`src/pkg/xm_pkg.sv`:
```
// Shared constants, types and helpers of the MAC-facing data interface
package xm_pkg;

    ////////////////////////////////////////////////////////////
    // Timing
    localparam int CLK_PERIOD_NS = 20;
    localparam int LINK_PERIOD_NS = 160;
    localparam int LINK_CYC = LINK_PERIOD_NS / CLK_PERIOD_NS;
    localparam int LINK_HALF_CYC = LINK_CYC / 2;
    localparam logic [2:0] LINK_LAST = 3'(LINK_CYC - 1);
    localparam logic [2:0] LINK_HALF_LAST = 3'(LINK_HALF_CYC - 1);
    localparam logic [1:0] SER_BIT_LAST = 2'h3;
    localparam logic [1:0] SER_BIT_MID = 2'h1;
    localparam logic [3:0] SER_FRAME_BITS = 4'h9;
    localparam logic [2:0] SER_WORD_LAST = 3'h6;

    ////////////////////////////////////////////////////////////
    // Device configuration register
    localparam logic [15:0] SMLC_ADDR = 16'h0608;
    localparam logic [15:0] SMLC_RESET = 16'h0001;
    localparam int SMLC_AN_BIT = 0;

    ////////////////////////////////////////////////////////////
    // Controller registers
    localparam logic [11:0] CTRL_OFF = 12'h000;
    localparam logic [11:0] TXSYM_OFF = 12'h004;
    localparam logic [11:0] STATUS_OFF = 12'h008;
    localparam int CTRL_SERIAL_BIT = 0;
    localparam logic CTRL_RESET = 1'h0;

    ////////////////////////////////////////////////////////////
    // Codes
    localparam logic [3:0] FALSE_CARRIER_NIB = 4'he;
    localparam logic [1:0] SPEED_125M = 2'h2;
    localparam logic [1:0] SPEED_RSVD = 2'h3;

    // Code is {rising-edge control, falling-edge control}
    typedef enum logic [1:0] {
        CODE_IDLE = 2'h0,
        CODE_RSVD = 2'h1,
        CODE_DATA = 2'h2,
        CODE_ERR = 2'h3
    } xm_code_t;

    typedef enum logic [1:0] {
        SRX_IDLE = 2'h0,
        SRX_START = 2'h1,
        SRX_DATA = 2'h3,
        SRX_STOP = 2'h2
    } xm_srx_st_t;

    typedef struct packed {
        logic [25:0] zero;
        logic [1:0] code;
        logic [3:0] data;
    } xm_txsym_t;

    typedef struct packed {
        logic [7:0] zero_hi;
        logic [7:0] count;
        logic zero_mid;
        logic lc_seen;
        logic [3:0] inband;
        logic [1:0] code;
        logic [3:0] data;
        logic [2:0] zero_lo;
        logic pend;
    } xm_status_t;

    // Serial word: {link-code flag, code, nibble}
    function automatic logic [6:0] ser_word(input logic lc, input logic [1:0] code, input logic [3:0] d);
        return {lc, code, d};
    endfunction

    // Reserved transmit code is never passed on
    function automatic logic [1:0] tx_fix(input logic [1:0] code);
        return (code == CODE_RSVD) ? CODE_IDLE : code;
    endfunction

endpackage

```
`src/pkg/xm_link_if.sv`:
```
// Link between controller end and device end
interface xm_link_if;
    logic tx_clk;
    logic tx_ctl;
    logic [3:0] tx_d;
    logic rx_clk;
    logic rx_ctl;
    logic [3:0] rx_d;
    logic stx_p;
    logic stx_n;
    logic srx_p;
    logic srx_n;
    modport mac (output tx_clk, tx_ctl, tx_d, stx_p, stx_n, input rx_clk, rx_ctl, rx_d, srx_p, srx_n);
    modport phy (input tx_clk, tx_ctl, tx_d, stx_p, stx_n, output rx_clk, rx_ctl, rx_d, srx_p, srx_n);
endinterface

```
`src/xm_serdes.sv`:
```
// Serial word transmitter and receiver with per-frame clock recovery
module xm_serdes (
    // Clock and reset
    input logic pclk,
    input logic presetn,
    // Enable
    input logic en,
    // Transmit
    input logic tx_load,
    input logic [6:0] tx_word,
    output logic tx_ready,
    output logic ser_p,
    output logic ser_n,
    // Receive
    input logic ser_in,
    output logic rx_valid,
    output logic [6:0] rx_word
);
    ////////////////////////////////////////////////////////////
    // Transmitter
    logic [8:0] tsh_q;
    logic [3:0] tbits_q;
    logic [1:0] tcyc_q;
    logic tline_q;
    assign tx_ready = en && tbits_q == 4'h0;
    assign ser_p = tline_q;
    assign ser_n = en && !tline_q;
    always_ff @(posedge pclk or negedge presetn) begin
        if (!presetn) begin
            tsh_q <= '0;
            tbits_q <= '0;
            tcyc_q <= '0;
            tline_q <= 1'b0;
        end else if (!en) begin
            tbits_q <= '0;
            tcyc_q <= '0;
            tline_q <= 1'b0;
        end else if (tbits_q == 4'h0) begin
            tline_q <= 1'b1;
            tcyc_q <= '0;
            if (tx_load) begin
                tsh_q <= {1'b1, tx_word, 1'b0};
                tbits_q <= xm_pkg::SER_FRAME_BITS;
            end
        end else begin
            tcyc_q <= tcyc_q + 2'h1;
            if (tcyc_q == 2'h0) begin
                tline_q <= tsh_q[0];
                tsh_q <= {1'b1, tsh_q[8:1]};
            end
            if (tcyc_q == xm_pkg::SER_BIT_LAST) begin
                tbits_q <= tbits_q - 4'h1;
            end
        end
    end

    ////////////////////////////////////////////////////////////
    // Receiver
    xm_pkg::xm_srx_st_t st_q;
    logic s1_q, s2_q, s3_q;
    logic [1:0] rcyc_q;
    logic [2:0] rbit_q;
    logic [6:0] rsh_q;
    always_ff @(posedge pclk or negedge presetn) begin
        if (!presetn) begin
            s1_q <= 1'b0;
            s2_q <= 1'b0;
            s3_q <= 1'b0;
        end else begin
            s1_q <= ser_in;
            s2_q <= s1_q;
            s3_q <= s2_q;
        end
    end
    always_ff @(posedge pclk or negedge presetn) begin
        if (!presetn) begin
            st_q <= xm_pkg::SRX_IDLE;
            rcyc_q <= '0;
            rbit_q <= '0;
            rsh_q <= '0;
            rx_valid <= 1'b0;
            rx_word <= '0;
        end else begin
            rx_valid <= 1'b0;
            rcyc_q <= rcyc_q + 2'h1;
            case (st_q)
                xm_pkg::SRX_IDLE: begin
                    rcyc_q <= '0;
                    if (en && s3_q && !s2_q) begin
                        st_q <= xm_pkg::SRX_START;
                    end
                end
                xm_pkg::SRX_START: begin
                    if (rcyc_q == xm_pkg::SER_BIT_MID) begin
                        rcyc_q <= '0;
                        rbit_q <= '0;
                        st_q <= s2_q ? xm_pkg::SRX_IDLE : xm_pkg::SRX_DATA;
                    end
                end
                xm_pkg::SRX_DATA: begin
                    if (rcyc_q == xm_pkg::SER_BIT_LAST) begin
                        rsh_q <= {s2_q, rsh_q[6:1]};
                        rbit_q <= rbit_q + 3'h1;
                        if (rbit_q == xm_pkg::SER_WORD_LAST) begin
                            st_q <= xm_pkg::SRX_STOP;
                        end
                    end
                end
                xm_pkg::SRX_STOP: begin
                    if (rcyc_q == xm_pkg::SER_BIT_LAST) begin
                        rx_valid <= s2_q && en;
                        rx_word <= rsh_q;
                        st_q <= xm_pkg::SRX_IDLE;
                    end
                end
                default: begin
                    st_q <= xm_pkg::SRX_IDLE;
                end
            endcase
        end
    end
endmodule

```
`src/xm_phy_end.sv`:
```
// Device end of the MAC-facing data interface
//
// Decided for this implementation: a simple select/write register port, not APB.
module xm_phy_end (
    // Clock and reset
    input logic pclk,
    input logic presetn,
    // MAC side
    xm_link_if.phy link,
    // Mode and line status
    input logic mode_serial,
    input logic link_up,
    input logic full_duplex,
    input logic [1:0] line_speed,
    // Line receive stream
    input logic [1:0] line_rx_code,
    input logic [3:0] line_rx_data,
    // Line transmit stream
    output logic tx_sym_valid,
    output logic [1:0] tx_sym_code,
    output logic [3:0] tx_sym_data,
    // Register port
    input logic reg_sel,
    input logic reg_wr,
    input logic [15:0] reg_addr,
    input logic [15:0] reg_wdata,
    output logic [15:0] reg_rdata
);
    ////////////////////////////////////////////////////////////
    // Configuration register
    logic [15:0] cfg_q;
    logic an_en;
    logic rgmii_on;
    logic ser_on;
    logic cfg_hit;

    assign cfg_hit = reg_sel && reg_addr == xm_pkg::SMLC_ADDR;

    always_ff @(posedge pclk or negedge presetn) begin
        if (!presetn) begin
            cfg_q <= xm_pkg::SMLC_RESET;
        end else if (cfg_hit && reg_wr) begin
            cfg_q <= reg_wdata;
        end
    end

    always_ff @(posedge pclk or negedge presetn) begin
        if (!presetn) begin
            reg_rdata <= '0;
        end else if (reg_sel && !reg_wr) begin
            reg_rdata <= cfg_hit ? cfg_q : '0;
        end
    end

    assign an_en = cfg_q[xm_pkg::SMLC_AN_BIT];
    assign rgmii_on = !mode_serial;
    assign ser_on = mode_serial;

    ////////////////////////////////////////////////////////////
    // Status nibble and receive shaping
    logic [1:0] speed_ok;
    logic [3:0] status_nib;
    logic [3:0] rx_data;

    assign speed_ok = (line_speed == xm_pkg::SPEED_RSVD) ? xm_pkg::SPEED_125M : line_speed;
    assign status_nib = {full_duplex, speed_ok, link_up};

    always_comb begin
        rx_data = line_rx_data;
        case (xm_pkg::xm_code_t'(line_rx_code))
            xm_pkg::CODE_IDLE: begin
                rx_data = status_nib;
            end
            xm_pkg::CODE_RSVD: begin
                rx_data = xm_pkg::FALSE_CARRIER_NIB;
            end
            xm_pkg::CODE_DATA: begin
                rx_data = line_rx_data;
            end
            xm_pkg::CODE_ERR: begin
                rx_data = line_rx_data;
            end
            default: begin
                rx_data = line_rx_data;
            end
        endcase
    end

    ////////////////////////////////////////////////////////////
    // Parallel receive direction: clock, control and nibble out
    logic [2:0] div_q;
    logic rclk_q;
    logic rctl_q;
    logic rneg_q;
    logic [3:0] rd_q;

    always_ff @(posedge pclk or negedge presetn) begin
        if (!presetn) begin
            div_q <= '0;
            rclk_q <= 1'b0;
            rctl_q <= 1'b0;
            rneg_q <= 1'b0;
            rd_q <= '0;
        end else if (!rgmii_on) begin
            div_q <= '0;
            rclk_q <= 1'b0;
            rctl_q <= 1'b0;
            rneg_q <= 1'b0;
            rd_q <= '0;
        end else begin
            div_q <= (div_q == xm_pkg::LINK_LAST) ? 3'h0 : div_q + 3'h1;
            if (div_q == xm_pkg::LINK_LAST) begin
                rclk_q <= 1'b1;
                rctl_q <= line_rx_code[1];
                rneg_q <= line_rx_code[0];
                rd_q <= rx_data;
            end
            if (div_q == xm_pkg::LINK_HALF_LAST) begin
                rclk_q <= 1'b0;
                rctl_q <= rneg_q;
            end
        end
    end

    assign link.rx_clk = rclk_q;
    assign link.rx_ctl = rctl_q;
    assign link.rx_d = rd_q;

    ////////////////////////////////////////////////////////////
    // Parallel transmit direction: sample both clock edges
    logic [5:0] tps1_q;
    logic [5:0] tps2_q;
    logic tprev_q;
    logic tpos_q;
    logic thave_q;
    logic [3:0] td_q;
    logic t_rise;
    logic t_fall;

    always_ff @(posedge pclk or negedge presetn) begin
        if (!presetn) begin
            tps1_q <= '0;
            tps2_q <= '0;
            tprev_q <= 1'b0;
        end else begin
            tps1_q <= {link.tx_clk, link.tx_ctl, link.tx_d};
            tps2_q <= tps1_q;
            tprev_q <= tps2_q[5];
        end
    end

    assign t_rise = tps2_q[5] && !tprev_q;
    assign t_fall = !tps2_q[5] && tprev_q && thave_q && rgmii_on;

    always_ff @(posedge pclk or negedge presetn) begin
        if (!presetn) begin
            tpos_q <= 1'b0;
            td_q <= '0;
            thave_q <= 1'b0;
        end else if (!rgmii_on) begin
            thave_q <= 1'b0;
        end else if (t_rise) begin
            tpos_q <= tps2_q[4];
            td_q <= tps2_q[3:0];
            thave_q <= 1'b1;
        end
    end

    ////////////////////////////////////////////////////////////
    // Serial option
    logic ser_ready;
    logic [6:0] ser_tx_word;
    logic srx_valid;
    logic [6:0] srx_word;

    always_comb begin
        ser_tx_word = xm_pkg::ser_word(1'b0, line_rx_code, rx_data);
        if (line_rx_code == xm_pkg::CODE_IDLE) begin
            if (an_en) begin
                ser_tx_word = xm_pkg::ser_word(1'b1, xm_pkg::CODE_IDLE, status_nib);
            end else begin
                ser_tx_word = xm_pkg::ser_word(1'b0, xm_pkg::CODE_IDLE, 4'h0);
            end
        end
    end

    xm_serdes u_serdes (
        .pclk(pclk),
        .presetn(presetn),
        .en(ser_on),
        .tx_load(ser_ready),
        .tx_word(ser_tx_word),
        .tx_ready(ser_ready),
        .ser_p(link.srx_p),
        .ser_n(link.srx_n),
        .ser_in(link.stx_p),
        .rx_valid(srx_valid),
        .rx_word(srx_word)
    );

    ////////////////////////////////////////////////////////////
    // Transmit symbols to the line side
    logic in_valid;
    logic [1:0] in_code;
    logic [3:0] in_data;

    always_comb begin
        in_valid = t_fall;
        in_code = {tpos_q, tps2_q[4]};
        in_data = td_q;
        if (!t_fall && srx_valid && ser_on && !srx_word[6]) begin
            in_valid = 1'b1;
            in_code = srx_word[5:4];
            in_data = srx_word[3:0];
        end
    end

    always_ff @(posedge pclk or negedge presetn) begin
        if (!presetn) begin
            tx_sym_valid <= 1'b0;
            tx_sym_code <= '0;
            tx_sym_data <= '0;
        end else begin
            tx_sym_valid <= in_valid;
            if (in_valid) begin
                tx_sym_code <= xm_pkg::tx_fix(in_code);
                tx_sym_data <= in_data;
            end
        end
    end

endmodule

```
`src/flat_wrapper.sv`:
```
// flat-port wrapper written by rule: the top's interface ports become plain ports
module xm_phy_end_flat 
  (pclk, presetn, mode_serial, link_up, full_duplex, line_speed, line_rx_code, line_rx_data, tx_sym_valid, tx_sym_code, tx_sym_data, reg_sel, reg_wr, reg_addr, reg_wdata, reg_rdata, link_tx_clk, link_tx_ctl, link_tx_d, link_stx_p, link_stx_n, link_rx_clk, link_rx_ctl, link_rx_d, link_srx_p, link_srx_n);
  xm_link_if link_i ();
  input logic pclk;
  input logic presetn;
  input logic mode_serial;
  input logic link_up;
  input logic full_duplex;
  input logic [1:0] line_speed;
  input logic [1:0] line_rx_code;
  input logic [3:0] line_rx_data;
  output logic tx_sym_valid;
  output logic [1:0] tx_sym_code;
  output logic [3:0] tx_sym_data;
  input logic reg_sel;
  input logic reg_wr;
  input logic [15:0] reg_addr;
  input logic [15:0] reg_wdata;
  output logic [15:0] reg_rdata;
  input wire logic [$bits(link_i.tx_clk)-1:0] link_tx_clk;
  input wire logic [$bits(link_i.tx_ctl)-1:0] link_tx_ctl;
  input wire logic [$bits(link_i.tx_d)-1:0] link_tx_d;
  input wire logic [$bits(link_i.stx_p)-1:0] link_stx_p;
  input wire logic [$bits(link_i.stx_n)-1:0] link_stx_n;
  output wire logic [$bits(link_i.rx_clk)-1:0] link_rx_clk;
  output wire logic [$bits(link_i.rx_ctl)-1:0] link_rx_ctl;
  output wire logic [$bits(link_i.rx_d)-1:0] link_rx_d;
  output wire logic [$bits(link_i.srx_p)-1:0] link_srx_p;
  output wire logic [$bits(link_i.srx_n)-1:0] link_srx_n;
  assign link_i.tx_clk = link_tx_clk;
  assign link_i.tx_ctl = link_tx_ctl;
  assign link_i.tx_d = link_tx_d;
  assign link_i.stx_p = link_stx_p;
  assign link_i.stx_n = link_stx_n;
  assign link_rx_clk = link_i.rx_clk;
  assign link_rx_ctl = link_i.rx_ctl;
  assign link_rx_d = link_i.rx_d;
  assign link_srx_p = link_i.srx_p;
  assign link_srx_n = link_i.srx_n;
  xm_phy_end u_core (.pclk(pclk), .presetn(presetn), .link(link_i), .mode_serial(mode_serial), .link_up(link_up), .full_duplex(full_duplex), .line_speed(line_speed), .line_rx_code(line_rx_code), .line_rx_data(line_rx_data), .tx_sym_valid(tx_sym_valid), .tx_sym_code(tx_sym_code), .tx_sym_data(tx_sym_data), .reg_sel(reg_sel), .reg_wr(reg_wr), .reg_addr(reg_addr), .reg_wdata(reg_wdata), .reg_rdata(reg_rdata));
endmodule
```
`config.mk`:
```
export PLATFORM = sky130hd
export DESIGN_NAME = xm_phy_end_flat
export DESIGN_NICKNAME = d
export VERILOG_FILES = /design/src/pkg/xm_pkg.sv /design/src/pkg/xm_link_if.sv /design/src/xm_serdes.sv /design/src/xm_phy_end.sv /design/src/flat_wrapper.sv
export SDC_FILE = /design/constraint.sdc
export NUM_CORES = 1
export LEC_CHECK = 0
export BUFFER_PORTS_ARGS = -buffer_cell sky130_fd_sc_hd__clkbuf_2
export CAP_MARGIN = 20
export CORE_MARGIN = 4
export CORE_UTILIZATION = 24
export DETAILED_ROUTE_END_ITERATION = 10
export GPL_TIMING_DRIVEN = 0
export PLACE_DENSITY = 0.43
export SYNTH_ARGS = -nofsm -noshare
export SYNTH_HDL_FRONTEND = slang
export SYNTH_SLANG_ARGS = --single-unit
export TNS_END_PERCENT = 100
```
`constraint.sdc`:
```
create_clock -name pclk -period 1.8 [get_ports pclk]
set_input_delay 0.18 -clock pclk [delete_from_list [all_inputs] [get_ports pclk]]
set_output_delay 0.18 -clock pclk [all_outputs]
set_load 0.01 [all_outputs]
```
# Word-level counts from Yosys, hierarchy flattened

Cells that the tools add are included.

Memories kept: 0
Input bits: 55
Logic and storage cells: 148
Memory bits (read-only): 0
Latch bits: 0
Flip-flop bits (word level): 109
Bits in writable memories: 0
Output and inout bits: 31

Div/mod/pow operators: 0
$add $sub $neg: 5
Shift-type cells: 0
$mul: 0
Equal/unequal tests: 24
Bitwise logic cells: 1
Reduce and logical (&&, ||, !) cells: 40
Multiplexer cells: 49
Order comparisons: 0

Operator list:

| kind                                                               | count |
|---|---|
| 4-bit 2-to-1 mux                                                   | 7 |
| 9-bit 2-to-1 mux                                                   | 3 |
| 2-bit 2-to-1 mux                                                   | 12 |
| 16-bit by 11-bit == test with 1-bit output (second input constant) | 1 |
| 1-bit 2-to-1 mux                                                   | 16 |
| 16-bit 2-to-1 mux                                                  | 1 |
| 1-bit logical AND                                                  | 15 |
| 2-bit == test (second input constant)                              | 7 |
| 7-bit 2-to-1 mux                                                   | 2 |
| 3-bit 2-to-1 mux                                                   | 4 |
| 4-bit case mux with 3 select lines                                 | 1 |
| 2-bit != test (second input constant)                              | 5 |
| 2-bit by 1-bit == test with 1-bit output (second input constant)   | 4 |
| 1-bit zero test                                                    | 8 |
| 2-bit case mux with 4 select lines                                 | 1 |
| 2-bit AND reduction                                                | 4 |
| 2-bit nonzero test                                                 | 4 |
| 3-bit by 1-bit adder with 3-bit output (second input constant)     | 2 |
| 3-bit == test (second input constant)                              | 2 |
| 2-bit zero test                                                    | 3 |
| 3-bit by 1-bit != test with 1-bit output (second input constant)   | 2 |
| 3-bit case mux with 2 select lines                                 | 1 |
| 3-bit AND reduction                                                | 2 |
| 5-bit AND reduction                                                | 1 |
| 10 further kinds                                                   | 11 |

# Depth between registers and ports, before layout

Gate-level depths: netlist of the first run.

Word-level depth: 11
Depth in mapped cells: 7
Gate-level depth less buffers: 6

# By module

Synthesis of the first run repeated with hierarchy kept, for this count alone.

Cells, all modules: 346
Area total of the unflattened synthesis: 4609.4 um^2

By module, submodules not included:

| module     | sequential area each (um^2) | cells each | area each (um^2) | times used |
|---|---|---|---|---|
| xm_phy_end | 1702.9                      | 192        | 2693.8           | 1 |
| xm_serdes  | 1026.0                      | 154        | 1915.6           | 1 |

# Worst setup path after synthesis of the first run

No wires, ideal clock.

Kind: input port to flip-flop
Start: input reg_addr[1]
End: register u_core.cfg_q[10]
Path buffers: 2
Arrival: 1.479 ns
Cell stages on the path: 6
Setup time: 0.125 ns
Required time: 1.675 ns
Path slack: 0.196 ns
Cells stage by stage: nor4_1 nand4_1 or3_1 buf_6 buf_12 mux2_4

Word-level cells in the longest chain between the ends: 3

RTL lines:

| what                                       | RTL line           | source |
|---|---|---|
| from (decl)                                | flat_wrapper.sv:18 | `input logic [15:0] reg_addr;` |
| 16-bit by 11-bit == test with 1-bit output | xm_phy_end.sv:37   | `assign cfg_hit = reg_sel && reg_addr == xm_pkg::SMLC_ADDR;` |
| 1-bit logical AND                          | xm_phy_end.sv:37   |  |
| 1-bit logical AND                          | xm_phy_end.sv:42   | `end else if (cfg_hit && reg_wr) begin` |
| to (signal assigned)                       | xm_phy_end.sv:41   | `cfg_q <= xm_pkg::SMLC_RESET;` |
| to (signal assigned)                       | xm_phy_end.sv:43   | `cfg_q <= reg_wdata;` |
| to (decl)                                  | xm_phy_end.sv:31   | `logic [15:0] cfg_q;` |

No other way between the ends.
A chain may end at the register's enable or synchronous reset.

# Worst setup path after layout of the first run

Start: register u_core.u_serdes.tbits_q[0]
End: register u_core.u_serdes.tsh_q[3]

Word-level cells in the longest chain between the ends: 4
Elaborated cells on any way between the ends: 6
Classes of those cells: eq/ne (1); mux (1); reduce/logical (4)

RTL lines:

| what                                                      | RTL line                         | source |
|---|---|---|
| from (decl)                                               | xm_serdes.sv:22                  | `logic [3:0] tbits_q;` |
| from (signal assigned)                                    | xm_serdes.sv:43                  | `tbits_q <= xm_pkg::SER_FRAME_BITS;` |
| from (signal assigned)                                    | xm_serdes.sv:52                  | `tbits_q <= tbits_q - 4'h1;` |
| 4-bit zero test *                                         | xm_serdes.sv:25, xm_serdes.sv:38 |  |
| 1-bit logical AND                                         | xm_serdes.sv:25                  | `assign tx_ready = en && tbits_q == 4'h0;` |
| 2-bit by 1-bit != test with 1-bit output (no source line) | n/a                              |  |
| 3-bit AND reduction (no source line)                      | n/a                              |  |
| to (signal assigned)                                      | xm_serdes.sv:42                  | `tsh_q <= {1'b1, tx_word, 1'b0};` |
| to (signal assigned)                                      | xm_serdes.sv:49                  | `tsh_q <= {1'b1, tsh_q[8:1]};` |
| to (decl)                                                 | xm_serdes.sv:21                  | `logic [8:0] tsh_q;` |

Every way passes the cells marked *; elsewhere a longest branch is shown, timed or not.

==> flow_metrics.env, run 1 <==
export IMPL_status="finished clean"
export IMPL_leakage_nw=2.74
export IMPL_core_rowCount=49
export IMPL_totalPowerFinal_w=0.00559
export IMPL_cts_root_buf="clkbuf_16"
export IMPL_routabilityCongestion=0.720
export IMPL_rsz0062_at_grt="false"
export IMPL_htreeDepth=3
export IMPL_worst_slew_pin_slew_ns=0.879
export IMPL_synth_area_leader_cell="dfrtp_1"
export IMPL_cts_buffers=9
export IMPL_grtUsageTotal_pct=9.16
export IMPL_dp_cells=660
export IMPL_diodes=0
export IMPL_routed_via_density=4.32
export IMPL_drv_slew=0
export IMPL_hold_class="input pin to flop"
export IMPL_num_vias=2942
export IMPL_fp_dieArea_sq_mm=0.0206
export IMPL_nNetsFinal=512
export IMPL_drcViolationCount=0
export IMPL_rr_worst_depth=5
export IMPL_grt_pass1_wl_mm=15.1
export IMPL_stdcell_count=681
export IMPL_syn_to_final_growth_pct=25.1
export IMPL_hold_depth=2
export IMPL_period_share_pct=94.7
export IMPL_numPortBuffers=84
export IMPL_drt_iter0_drc=118
export IMPL_skew_ns=0.00656
export IMPL_antenna_found_initial=0
export IMPL_path_class="flop to flop"
export IMPL_io_pins=86
export IMPL_tns_ns=0
export IMPL_grt_max_degree=110
export IMPL_ant_nets=0
export IMPL_ir_worst_vdd_uv=466
export IMPL_setup_viol=0
export IMPL_ys_seq_elements=109
export IMPL_seq_area_sq_mm=0.00273
export IMPL_clkTransAtPathRegs_ns=0.08
export IMPL_synth_cell_area_sq_mm=0.00442
export IMPL_path_max_fanout=10
export IMPL_final_cell_mix="dfrtp_1, clkbuf_2, nor2_1, mux2_2, nand2_1"
export IMPL_synth_ff_type="dfrtp_1"
export IMPL_relSlewSlack_pct=41.4
export IMPL_floorplan_die_height_um=144
export IMPL_cts_tree="built"
export IMPL_final_common_cell="dfrtp_1"
export IMPL_cap_viol_max_count=0
export IMPL_yosysWarnings=0
export IMPL_final_core_util_pct=30.7
export IMPL_grt_pass1_vias=3080
export IMPL_core_sq_mm=0.0180
export IMPL_synth_top_cell_area_share_pct=61.2
export IMPL_postSynthAreaPerCell_sq_um=12.7
export IMPL_initial_core_util_pct=24.5
export IMPL_crit_arrival_ns=1.95
export IMPL_cts_sinks=109
export IMPL_n_fill_cell=1871
export IMPL_dp_hpwl_mm=6.21
export IMPL_drive_gt1_share_pct=33.2
export IMPL_clk_latency_ns=0.35
export IMPL_multi_input_area_sq_mm=0.00156
export IMPL_startpoint_type="flop"
export IMPL_ys_top_cells_by_area="dfrtp_1, mux2_2, a22o_1, mux2_4, mux2i_1"
export IMPL_syn_inst=347
export IMPL_routed_wl_mm=9.01
export IMPL_drt_pass1_iter_count=4
export IMPL_clockBufferDepth=2
export IMPL_synth_net_count=412
export IMPL_yosys_cell_types_count=47
export IMPL_fmax_mhz=587
export IMPL_critPathRequiredTime_ns=2.04
export IMPL_finalHoldViolations=0
export IMPL_overflow=0
export IMPL_worst_setup_path_end_kind="flop"
export IMPL_wl_per_cell_um=13.2
export IMPL_p_per_area_mw_per_mm2=1010
export IMPL_synth_edf_count=0
export IMPL_dieWidth_um=144
export IMPL_min_period_ns=1.70
export IMPL_async_reset_ff_share_pct=100
export IMPL_seq_area_frac_synth_pct=61.8
-- flip-flops by register name (all words and copies together), names as in the netlist, 2 cells and up --
signal                   flops
u_core.cfg_q                16
u_core.reg_rdata            16
u_core.u_serdes.tsh_q        9
u_core.u_serdes.rsh_q        7
u_core.u_serdes.rx_word      7
u_core.tps1_q                6
u_core.tps2_q                6
u_core.link.rx_d             4
u_core.td_q                  4
u_core.tx_sym_data           4
u_core.u_serdes.tbits_q      4
u_core.div_q                 3
u_core.u_serdes.rbit_q       3
u_core.tx_sym_code           2
u_core.u_serdes.rcyc_q       2
u_core.u_serdes.st_q         2
u_core.u_serdes.tcyc_q       2
-- final timing paths --
check	from	endpoint	slack, ns
max	u_core.u_serdes.tbits_q[0]	u_core.u_serdes.tsh_q[3]	0.1
min	reg_wdata[6]	u_core.cfg_q[6]	0.06
max reg2reg	u_core.u_serdes.tbits_q[0]	u_core.u_serdes.tsh_q[3]	0.1
min reg2reg	u_core.u_serdes.s1_q	u_core.u_serdes.s2_q	0.35
max in group asynchronous	presetn	u_core.u_serdes.tbits_q[0]	0.65
min in group asynchronous	presetn	u_core.tx_sym_valid	0.48
-- critical path, cell delays in order (launching register included) --
cell      delay, ns
dfrtp_2        0.45
or4_1          0.51
buf_4          0.19
nand2_4        0.12
nor2_1         0.05
a221oi_1       0.28
-- Yosys cell counts (2+ instances only) --
master / instances
nand3b_1: 2
or3_1: 2
mux2i_1: 13
nor4_1: 2
ha_1: 10
a22o_1: 19
nand2_1: 23
dfrtp_1: 108
clkbuf_1: 12
nor2b_1: 4
or2_2: 2
nand2b_1: 3
nand3_1: 2
mux2_4: 10
nor2_1: 27
o22ai_1: 7
nor3_1: 6
a21boi_0: 3
mux2_2: 25
inv_1: 15
a21oi_1: 14
o21ai_0: 13
-- kinds of logic after synthesis --
| group | Yosys count | share of synthesized area [%] |
|---|---|---|
| fa+ha+maj | 10 | 2.83 |
| compound gates | 67 | 10.4 |
| buf+inv | 31 | 3.29 |
| simple gates | 82 | 8.93 |
| flops | 109 | 61.8 |
| mux | 48 | 12.7 |
-- where the power goes --
group	leakage, nW	total [W]	internal (W)	switching, W
registers	1.41	0.00283	0.00268	0.000150
logic	1.18	0.000804	0.000365	0.000439
clock network	0.146	0.00195	0.00100	0.000947
-- metal layers --
layer	vias to the layer above	GRT usage (%)	wire, um
met3	12	3.59	594
met2	65	14.0	4150
met4	0	3.57	150
met5	-	0	0
li1	1415	-	-
met1	1450	11.7	4120
-- stage by stage --
stage	hold WS (ns)	setup slack [ns]	area, sq um
floorplan	-0.116	0.196	4420
global placement	0.288	-1.06	5120
detailed placement	0.290	-0.190	5130
CTS	0.0363	0.00940	5510
global route	0.0410	0.0135	5530
finish	0.0568	0.0960	5530
-- timing repair --
action,4_1_cts,5_1_grt
buffers inserted,0,1
hold endpoints to repair,42,0
setup endpoints to repair,11,24
hold buffers,8,0
gates resized for setup,1,8
-- layout make-up --
cell class,instances,share of cell area (%)
Sequential cell,109,49.4
Multi-Input combinational cell,207,28.3
Timing Repair Buffer,93,9.35
Tap cell,229,5.19
Clock buffer,10,4.33
Buffer,12,1.40
Clock inverter,6,1.02
Inverter,15,1.02
No activity file was read; power rests on OpenSTA's default activity.
==> inputs of run 2 (changes only) <==
--- a/config.mk
+++ b/config.mk
@@ -5,6 +5,7 @@
 export SDC_FILE = /design/constraint.sdc
 export NUM_CORES = 1
 export LEC_CHECK = 0
+export ABC_AREA = 1
 export BUFFER_PORTS_ARGS = -buffer_cell sky130_fd_sc_hd__clkbuf_2
 export CAP_MARGIN = 20
 export CORE_MARGIN = 4
@@ -12,6 +13,7 @@
 export DETAILED_ROUTE_END_ITERATION = 10
 export GPL_TIMING_DRIVEN = 0
 export PLACE_DENSITY = 0.43
+export SKIP_LAST_GASP = 1
 export SYNTH_ARGS = -nofsm -noshare
 export SYNTH_HDL_FRONTEND = slang
 export SYNTH_SLANG_ARGS = --single-unit
==> flow_metrics.env, run 2 <==
export IMPL_numPortBuffers=83
export IMPL_p_per_area_mw_per_mm2=1020
export IMPL_seq_area_frac_synth_pct=58.7
export IMPL_ctsResizeCount=0
export IMPL_relSlewSlack_pct=41.2
export IMPL_cts_setup_buffers=0
export IMPL_drive_gt1_share_pct=23.9
export IMPL_timing_final_ws_setup_ns=0.289
export IMPL_startpoint_type="flop"
export IMPL_ir_worst_vdd_uv=421
export IMPL_clkPwrFrac_pct=36.0
export IMPL_core_rowCount=50
export IMPL_path_max_fanout=10
export IMPL_fmax_mhz=662
export IMPL_dp_hpwl_mm=7.64
export IMPL_io_pins=86
export IMPL_yosys_cell_types_count=34
export IMPL_ant_nets=0
export IMPL_path_class="flop to flop"
export IMPL_ctsHoldBuffers=8
export IMPL_clockBufferDepth=2
export IMPL_final_common_cell="nand2_1"
export IMPL_cap_viol_max_count=0
export IMPL_p_int_w=0.00419
export IMPL_antenna_found_initial=0
export IMPL_place_ws_ns=0.277
export IMPL_synth_cell_area_sq_mm=0.00465
export IMPL_finalHoldViolations=0
export IMPL_min_period_ns=1.51
export IMPL_stdcell_count=862
export IMPL_drv_slew=0
export IMPL_crit_arrival_ns=1.72
export IMPL_initial_core_util_pct=24.6
export IMPL_grtUsageTotal_pct=10.0
export IMPL_combPwrFrac_pct=15.6
export IMPL_pwr_share_seq_pct=48.4
export IMPL_synth_edf_count=0
export IMPL_htreeDepth=3
export IMPL_status="finished clean"
export IMPL_overflow=0
export IMPL_worst_slew_pin_slew_ns=0.882
export IMPL_rsz0062_at_grt="false"
export IMPL_cts_buffers=9
export IMPL_cts_root_buf="clkbuf_16"
export IMPL_cts_tree="built"
export IMPL_synth_area_leader_cell="dfrtp_1"
export IMPL_async_reset_ff_share_pct=100
export IMPL_p_sw_w=0.00173
export IMPL_skew_ns=0.0180
export IMPL_postSynthAreaPerCell_sq_um=9.40
export IMPL_drt_pass1_iter_count=4
export IMPL_synth_ff_type="dfrtp_1"
export IMPL_ys_seq_elements=109
export IMPL_period_share_pct=83.9
export IMPL_worst_setup_path_end_kind="flop"
export IMPL_routed_via_density=4.12
export IMPL_switching_share_pct=29.2
export IMPL_leakage_nw=2.89
export IMPL_drt_iter0_drc=174
export IMPL_cts_sinks=109
export IMPL_grt_max_degree=110
export IMPL_grt_pass1_vias=3644
export IMPL_wl_per_cell_um=11.9
export IMPL_grt_pass1_wl_mm=18.1
export IMPL_setup_viol=0
export IMPL_synth_top_cell_area_share_pct=58.1
export IMPL_dieWidth_um=147
export IMPL_num_vias=3548
export IMPL_floorplan_die_height_um=147
export IMPL_diodes=0
export IMPL_fin_area_sq_mm=0.00581
export IMPL_dp_cells=838
export IMPL_critPathRequiredTime_ns=2.01
export IMPL_hold_class="input pin to flop"
export IMPL_synth_most_common_cell="nand2_1"
export IMPL_final_cell_mix="nand2_1, dfrtp_1, clkbuf_2, inv_1, o21ai_0"
export IMPL_synth_net_count=560
export IMPL_routed_wl_mm=10.2
export IMPL_syn_inst=495
export IMPL_drcViolationCount=0
export IMPL_clkTransAtPathRegs_ns=0.08
export IMPL_synth_commonest_cells="nand2_1, dfrtp_1, inv_1, o21ai_0, nor2_1"
export IMPL_whs_ns=0.0435
export IMPL_ys_top_cells_by_area="dfrtp_1, nand2_1, o21ai_0, inv_1, ha_1"
export IMPL_place_area_sq_mm=0.00540
export IMPL_top_regs="u_core.cfg_q (16), u_core.reg_rdata (16), u_core.u_serdes.tsh_q (9)"
export IMPL_nNetsFinal=662
export IMPL_routabilityCongestion=0.753
export IMPL_core_sq_mm=0.0189
export IMPL_yosysWarnings=0
export IMPL_clk_latency_ns=0.36
export IMPL_fp_dieArea_sq_mm=0.0217
export IMPL_syn_to_final_growth_pct=25.0
run 2: kinds of logic after synthesis:
| logic type | after synthesis | synth area share, % |
|---|---|---|
| muxes | 6 | 1.45 |
| and+or+nand+nor | 229 | 21.9 |
| buffers and inverters | 61 | 5.49 |
| adders and majority gates | 10 | 2.69 |
| AOI/OAI and AO/OA | 80 | 9.79 |
| DFF | 109 | 58.7 |
run 2: through the flow:
stage | setup TNS, ns | utilization, % | total power [W]
floorplan | 0 | - | 0.00349
global placement | -109.19 | 28.5 | 0.00381
detailed placement | 0 | 28.6 | 0.00385
CTS | 0 | 30.8 | 0.00603
global route | 0 | 30.8 | 0.00631
finish | 0 | 30.8 | 0.00592
run 2: metal layers:
layer  wire length (um)  up-vias  track usage (%)
met4                159        0             3.59
li1                   -     1810                -
met5                  0        -                0
met2               4810       70             16.2
met1               4820     1658             13.1
met3                449       10             2.62
run 2: path summary, 6_finish.rpt:
| check | depth (start not counted) | from | slack, ns | endpoint |
|---|---|---|---|---|
| max | 4 | u_core.u_serdes.rcyc_q[0] | 0.29 | u_core.u_serdes.rsh_q[5] |
| min | 3 | reg_wdata[0] | 0.04 | u_core.cfg_q[0] |
| max reg2reg | 4 | u_core.u_serdes.rcyc_q[0] | 0.29 | u_core.u_serdes.rsh_q[5] |
| min reg2reg | 0 | u_core.tps1_q[3] | 0.36 | u_core.tps2_q[3] |
| max in group asynchronous | 2 | presetn | 0.68 | u_core.reg_rdata[7] |
| min in group asynchronous | 2 | presetn | 0.49 | u_core.tx_sym_code[1] |
run 2: area by class of cell:
type,count,area [sq um]
fillers,2041,13100
repair buffers,91,504
inverters,49,184
plain buffers,12,71.3
clock inverters,7,106
flip-flops and latches,109,2730
multi-input cells,325,1670
clock buffers,9,225
well taps,260,325
run 2: worst max-delay path: stages, from the launching register on:
cell and delay, ns:
dfrtp_1 0.41, ha_1 0.25, nand2_1 0.23, clkbuf_1 0.33, o21ai_0 0.15
run 2: power groups by stage:
stage / sequential [W] / combinational (W) / clock (W)
floorplan: 0.00290 / 0.000591 / 0
CTS: 0.00287 / 0.000950 / 0.00221
global route: 0.00290 / 0.00109 / 0.00232
global placement: 0.00291 / 0.000897 / 0
detailed placement: 0.00291 / 0.000934 / 0
finish: 0.00287 / 0.000925 / 0.00213
==> inputs of run 3 (changes only) <==
--- a/config.mk
+++ b/config.mk
@@ -5,14 +5,14 @@
 export SDC_FILE = /design/constraint.sdc
 export NUM_CORES = 1
 export LEC_CHECK = 0
-export ABC_AREA = 1
+export ABC_AREA = 0
 export BUFFER_PORTS_ARGS = -buffer_cell sky130_fd_sc_hd__clkbuf_2
 export CAP_MARGIN = 20
 export CORE_MARGIN = 4
 export CORE_UTILIZATION = 24
 export DETAILED_ROUTE_END_ITERATION = 10
 export GPL_TIMING_DRIVEN = 0
-export PLACE_DENSITY = 0.43
+export PLACE_DENSITY = 0.45
 export SKIP_LAST_GASP = 1
 export SYNTH_ARGS = -nofsm -noshare
 export SYNTH_HDL_FRONTEND = slang
==> constraint.sdc (replaced) <==
create_clock -name pclk -period 1.2 [get_ports pclk]
set_input_delay 0.12 -clock pclk [delete_from_list [all_inputs] [get_ports pclk]]
set_output_delay 0.12 -clock pclk [all_outputs]
set_load 0.01 [all_outputs]
==> flow_metrics.env, run 3 (synthesized netlist as in run 1, its figures left out) <==
export IMPL_period_share_pct=125
export IMPL_dieWidth_um=144
export IMPL_floorplan_die_height_um=144
export IMPL_num_vias=3076
export IMPL_clk_latency_ns=0.35
export IMPL_status="finished, violations left"
export IMPL_critPathRequiredTime_ns=1.43
export IMPL_io_pins=86
export IMPL_final_cell_mix="dfrtp_1, clkbuf_2, nor2_1, dlygate4sd3_1, mux2_4"
export IMPL_core_rowCount=49
export IMPL_leakage_nw=3.09
export IMPL_combPwrFrac_pct=19.6
export IMPL_drcViolationCount=0
export IMPL_rsz0062_at_grt="true"
export IMPL_fp_dieArea_sq_mm=0.0206
export IMPL_whs_ns=0.107
export IMPL_final_core_util_pct=35.2
export IMPL_path_max_fanout=6
export IMPL_grt_max_degree=110
export IMPL_p_int_w=0.00662
export IMPL_drv_slew=0
export IMPL_finalHoldViolations=0
export IMPL_place_area_sq_mm=0.00526
export IMPL_overflow=0
export IMPL_p_sw_w=0.00258
export IMPL_ant_nets=0
export IMPL_routed_wl_mm=9.88
export IMPL_initial_core_util_pct=24.5
export IMPL_cts_root_buf="clkbuf_16"
export IMPL_clkTransAtPathRegs_ns=0.08
export IMPL_numPortBuffers=84
export IMPL_grt_pass1_vias=3226
export IMPL_dp_hpwl_mm=6.29
export IMPL_diodes=0
export IMPL_totalPowerFinal_w=0.00920
export IMPL_routed_via_density=4.25
export IMPL_drt_pass1_iter_count=5
export IMPL_htreeDepth=3
export IMPL_core_sq_mm=0.0180
export IMPL_timing_final_ws_setup_ns=-0.297
export IMPL_p_per_area_mw_per_mm2=1450
export IMPL_path_class="flop to flop"
export IMPL_grt_pass1_wl_mm=16.1
export IMPL_clkPwrFrac_pct=33.7
export IMPL_antenna_found_initial=0
export IMPL_switching_share_pct=28.1
export IMPL_worst_slew_pin_slew_ns=0.602
export IMPL_grtUsageTotal_pct=9.86
export IMPL_cts_tree="built"
export IMPL_worst_setup_path_end_kind="flop"
export IMPL_relSlewSlack_pct=59.9
export IMPL_top_regs="u_core.cfg_q (16), u_core.reg_rdata (16), u_core.u_serdes.tsh_q (9)"
export IMPL_wl_per_cell_um=13.6
export IMPL_nNetsFinal=555
export IMPL_violations="negative setup slack"
export IMPL_place_ws_ns=-0.527
export IMPL_clockBufferDepth=2
export IMPL_startpoint_type="flop"
export IMPL_syn_to_final_growth_pct=43.7
export IMPL_pwr_share_seq_pct=46.7
export IMPL_ir_worst_vdd_uv=867
export IMPL_drive_gt1_share_pct=44.4
export IMPL_routabilityCongestion=0.749
export IMPL_setup_viol=53
export IMPL_drt_iter0_drc=173
export IMPL_cts_sinks=109
export IMPL_fmax_mhz=668
export IMPL_final_common_cell="dfrtp_1"
export IMPL_cap_viol_max_count=0
export IMPL_min_period_ns=1.50
export IMPL_fin_area_sq_mm=0.00634
export IMPL_cts_buffers=9
export IMPL_skew_ns=0.00841
export IMPL_hold_class="input pin to flop"
export IMPL_crit_arrival_ns=1.72
==> run 3: repair_timing <==
item / CTS / global route
resized for setup: 47 / 45
hold buffers: 23 / 1
gates cloned: 2 / 1
pin swaps: 16 / 11
setup buffers: 19 / 6
endpoints found under the setup margin: 72 / 170
endpoints found under the hold margin: 130 / 1
==> run 3: worst max-delay path: stages, from the launching register on <==
cell     delay [ns]
dfrtp_1        0.41
or4_4          0.61
a21o_1         0.19
o21ai_0        0.08
a21oi_1        0.09
==> run 3: area by class of cell <==
type	count	area, sq um
fill	1801	11700
tap	229	287
clock inverter	7	82.6
buffer	12	113
inverter	15	56.3
sequential	109	2730
timing repair buffer	136	993
multi-input combinational	207	1860
clock buffer	9	225
==> run 3: through the flow <==
step / std cells / TNS [ns]
finish: 724 / -5.87
global route: 724 / -9.38
CTS: 718 / -6.80
detailed placement: 660 / -24.00
global placement: 660 / -191.15
floorplan: 347 / -7.45
==> run 3: final timing paths <==
kind                                                  from                        end  slack, ns  cells after the start
worst max register to register  u_core.u_serdes.tbits_q[3]   u_core.u_serdes.tsh_q[7]      -0.30                      4
min in group asynchronous                          presetn      u_core.u_serdes.ser_p       0.31                      2
worst min-delay path                               link_up        u_core.link.rx_d[0]       0.11                      3
worst min register to register            u_core.tps1_q[0]           u_core.tps2_q[0]       0.34                      0
worst max-delay path            u_core.u_serdes.tbits_q[3]   u_core.u_serdes.tsh_q[7]      -0.30                      4
max in group asynchronous                          presetn  u_core.u_serdes.tcyc_q[0]       0.40                      2
==> run 3: power groups by stage <==
stage	clock network (W)	registers, W	logic [W]
finish	0.00310	0.00430	0.00180
global route	0.00335	0.00434	0.00201
CTS	0.00321	0.00428	0.00162
detailed placement	0	0.00435	0.00127
global placement	0	0.00432	0.00124
floorplan	0	0.00433	0.000790
==> run 3: per-layer routing <==
metal  vias up  track usage (%)  wire length, um
met3        11             3.49              613
li1       1504                -                -
met2        82             15.6             4600
met1      1479             12.7             4520
met4         0             3.12              141
met5         -                0                0
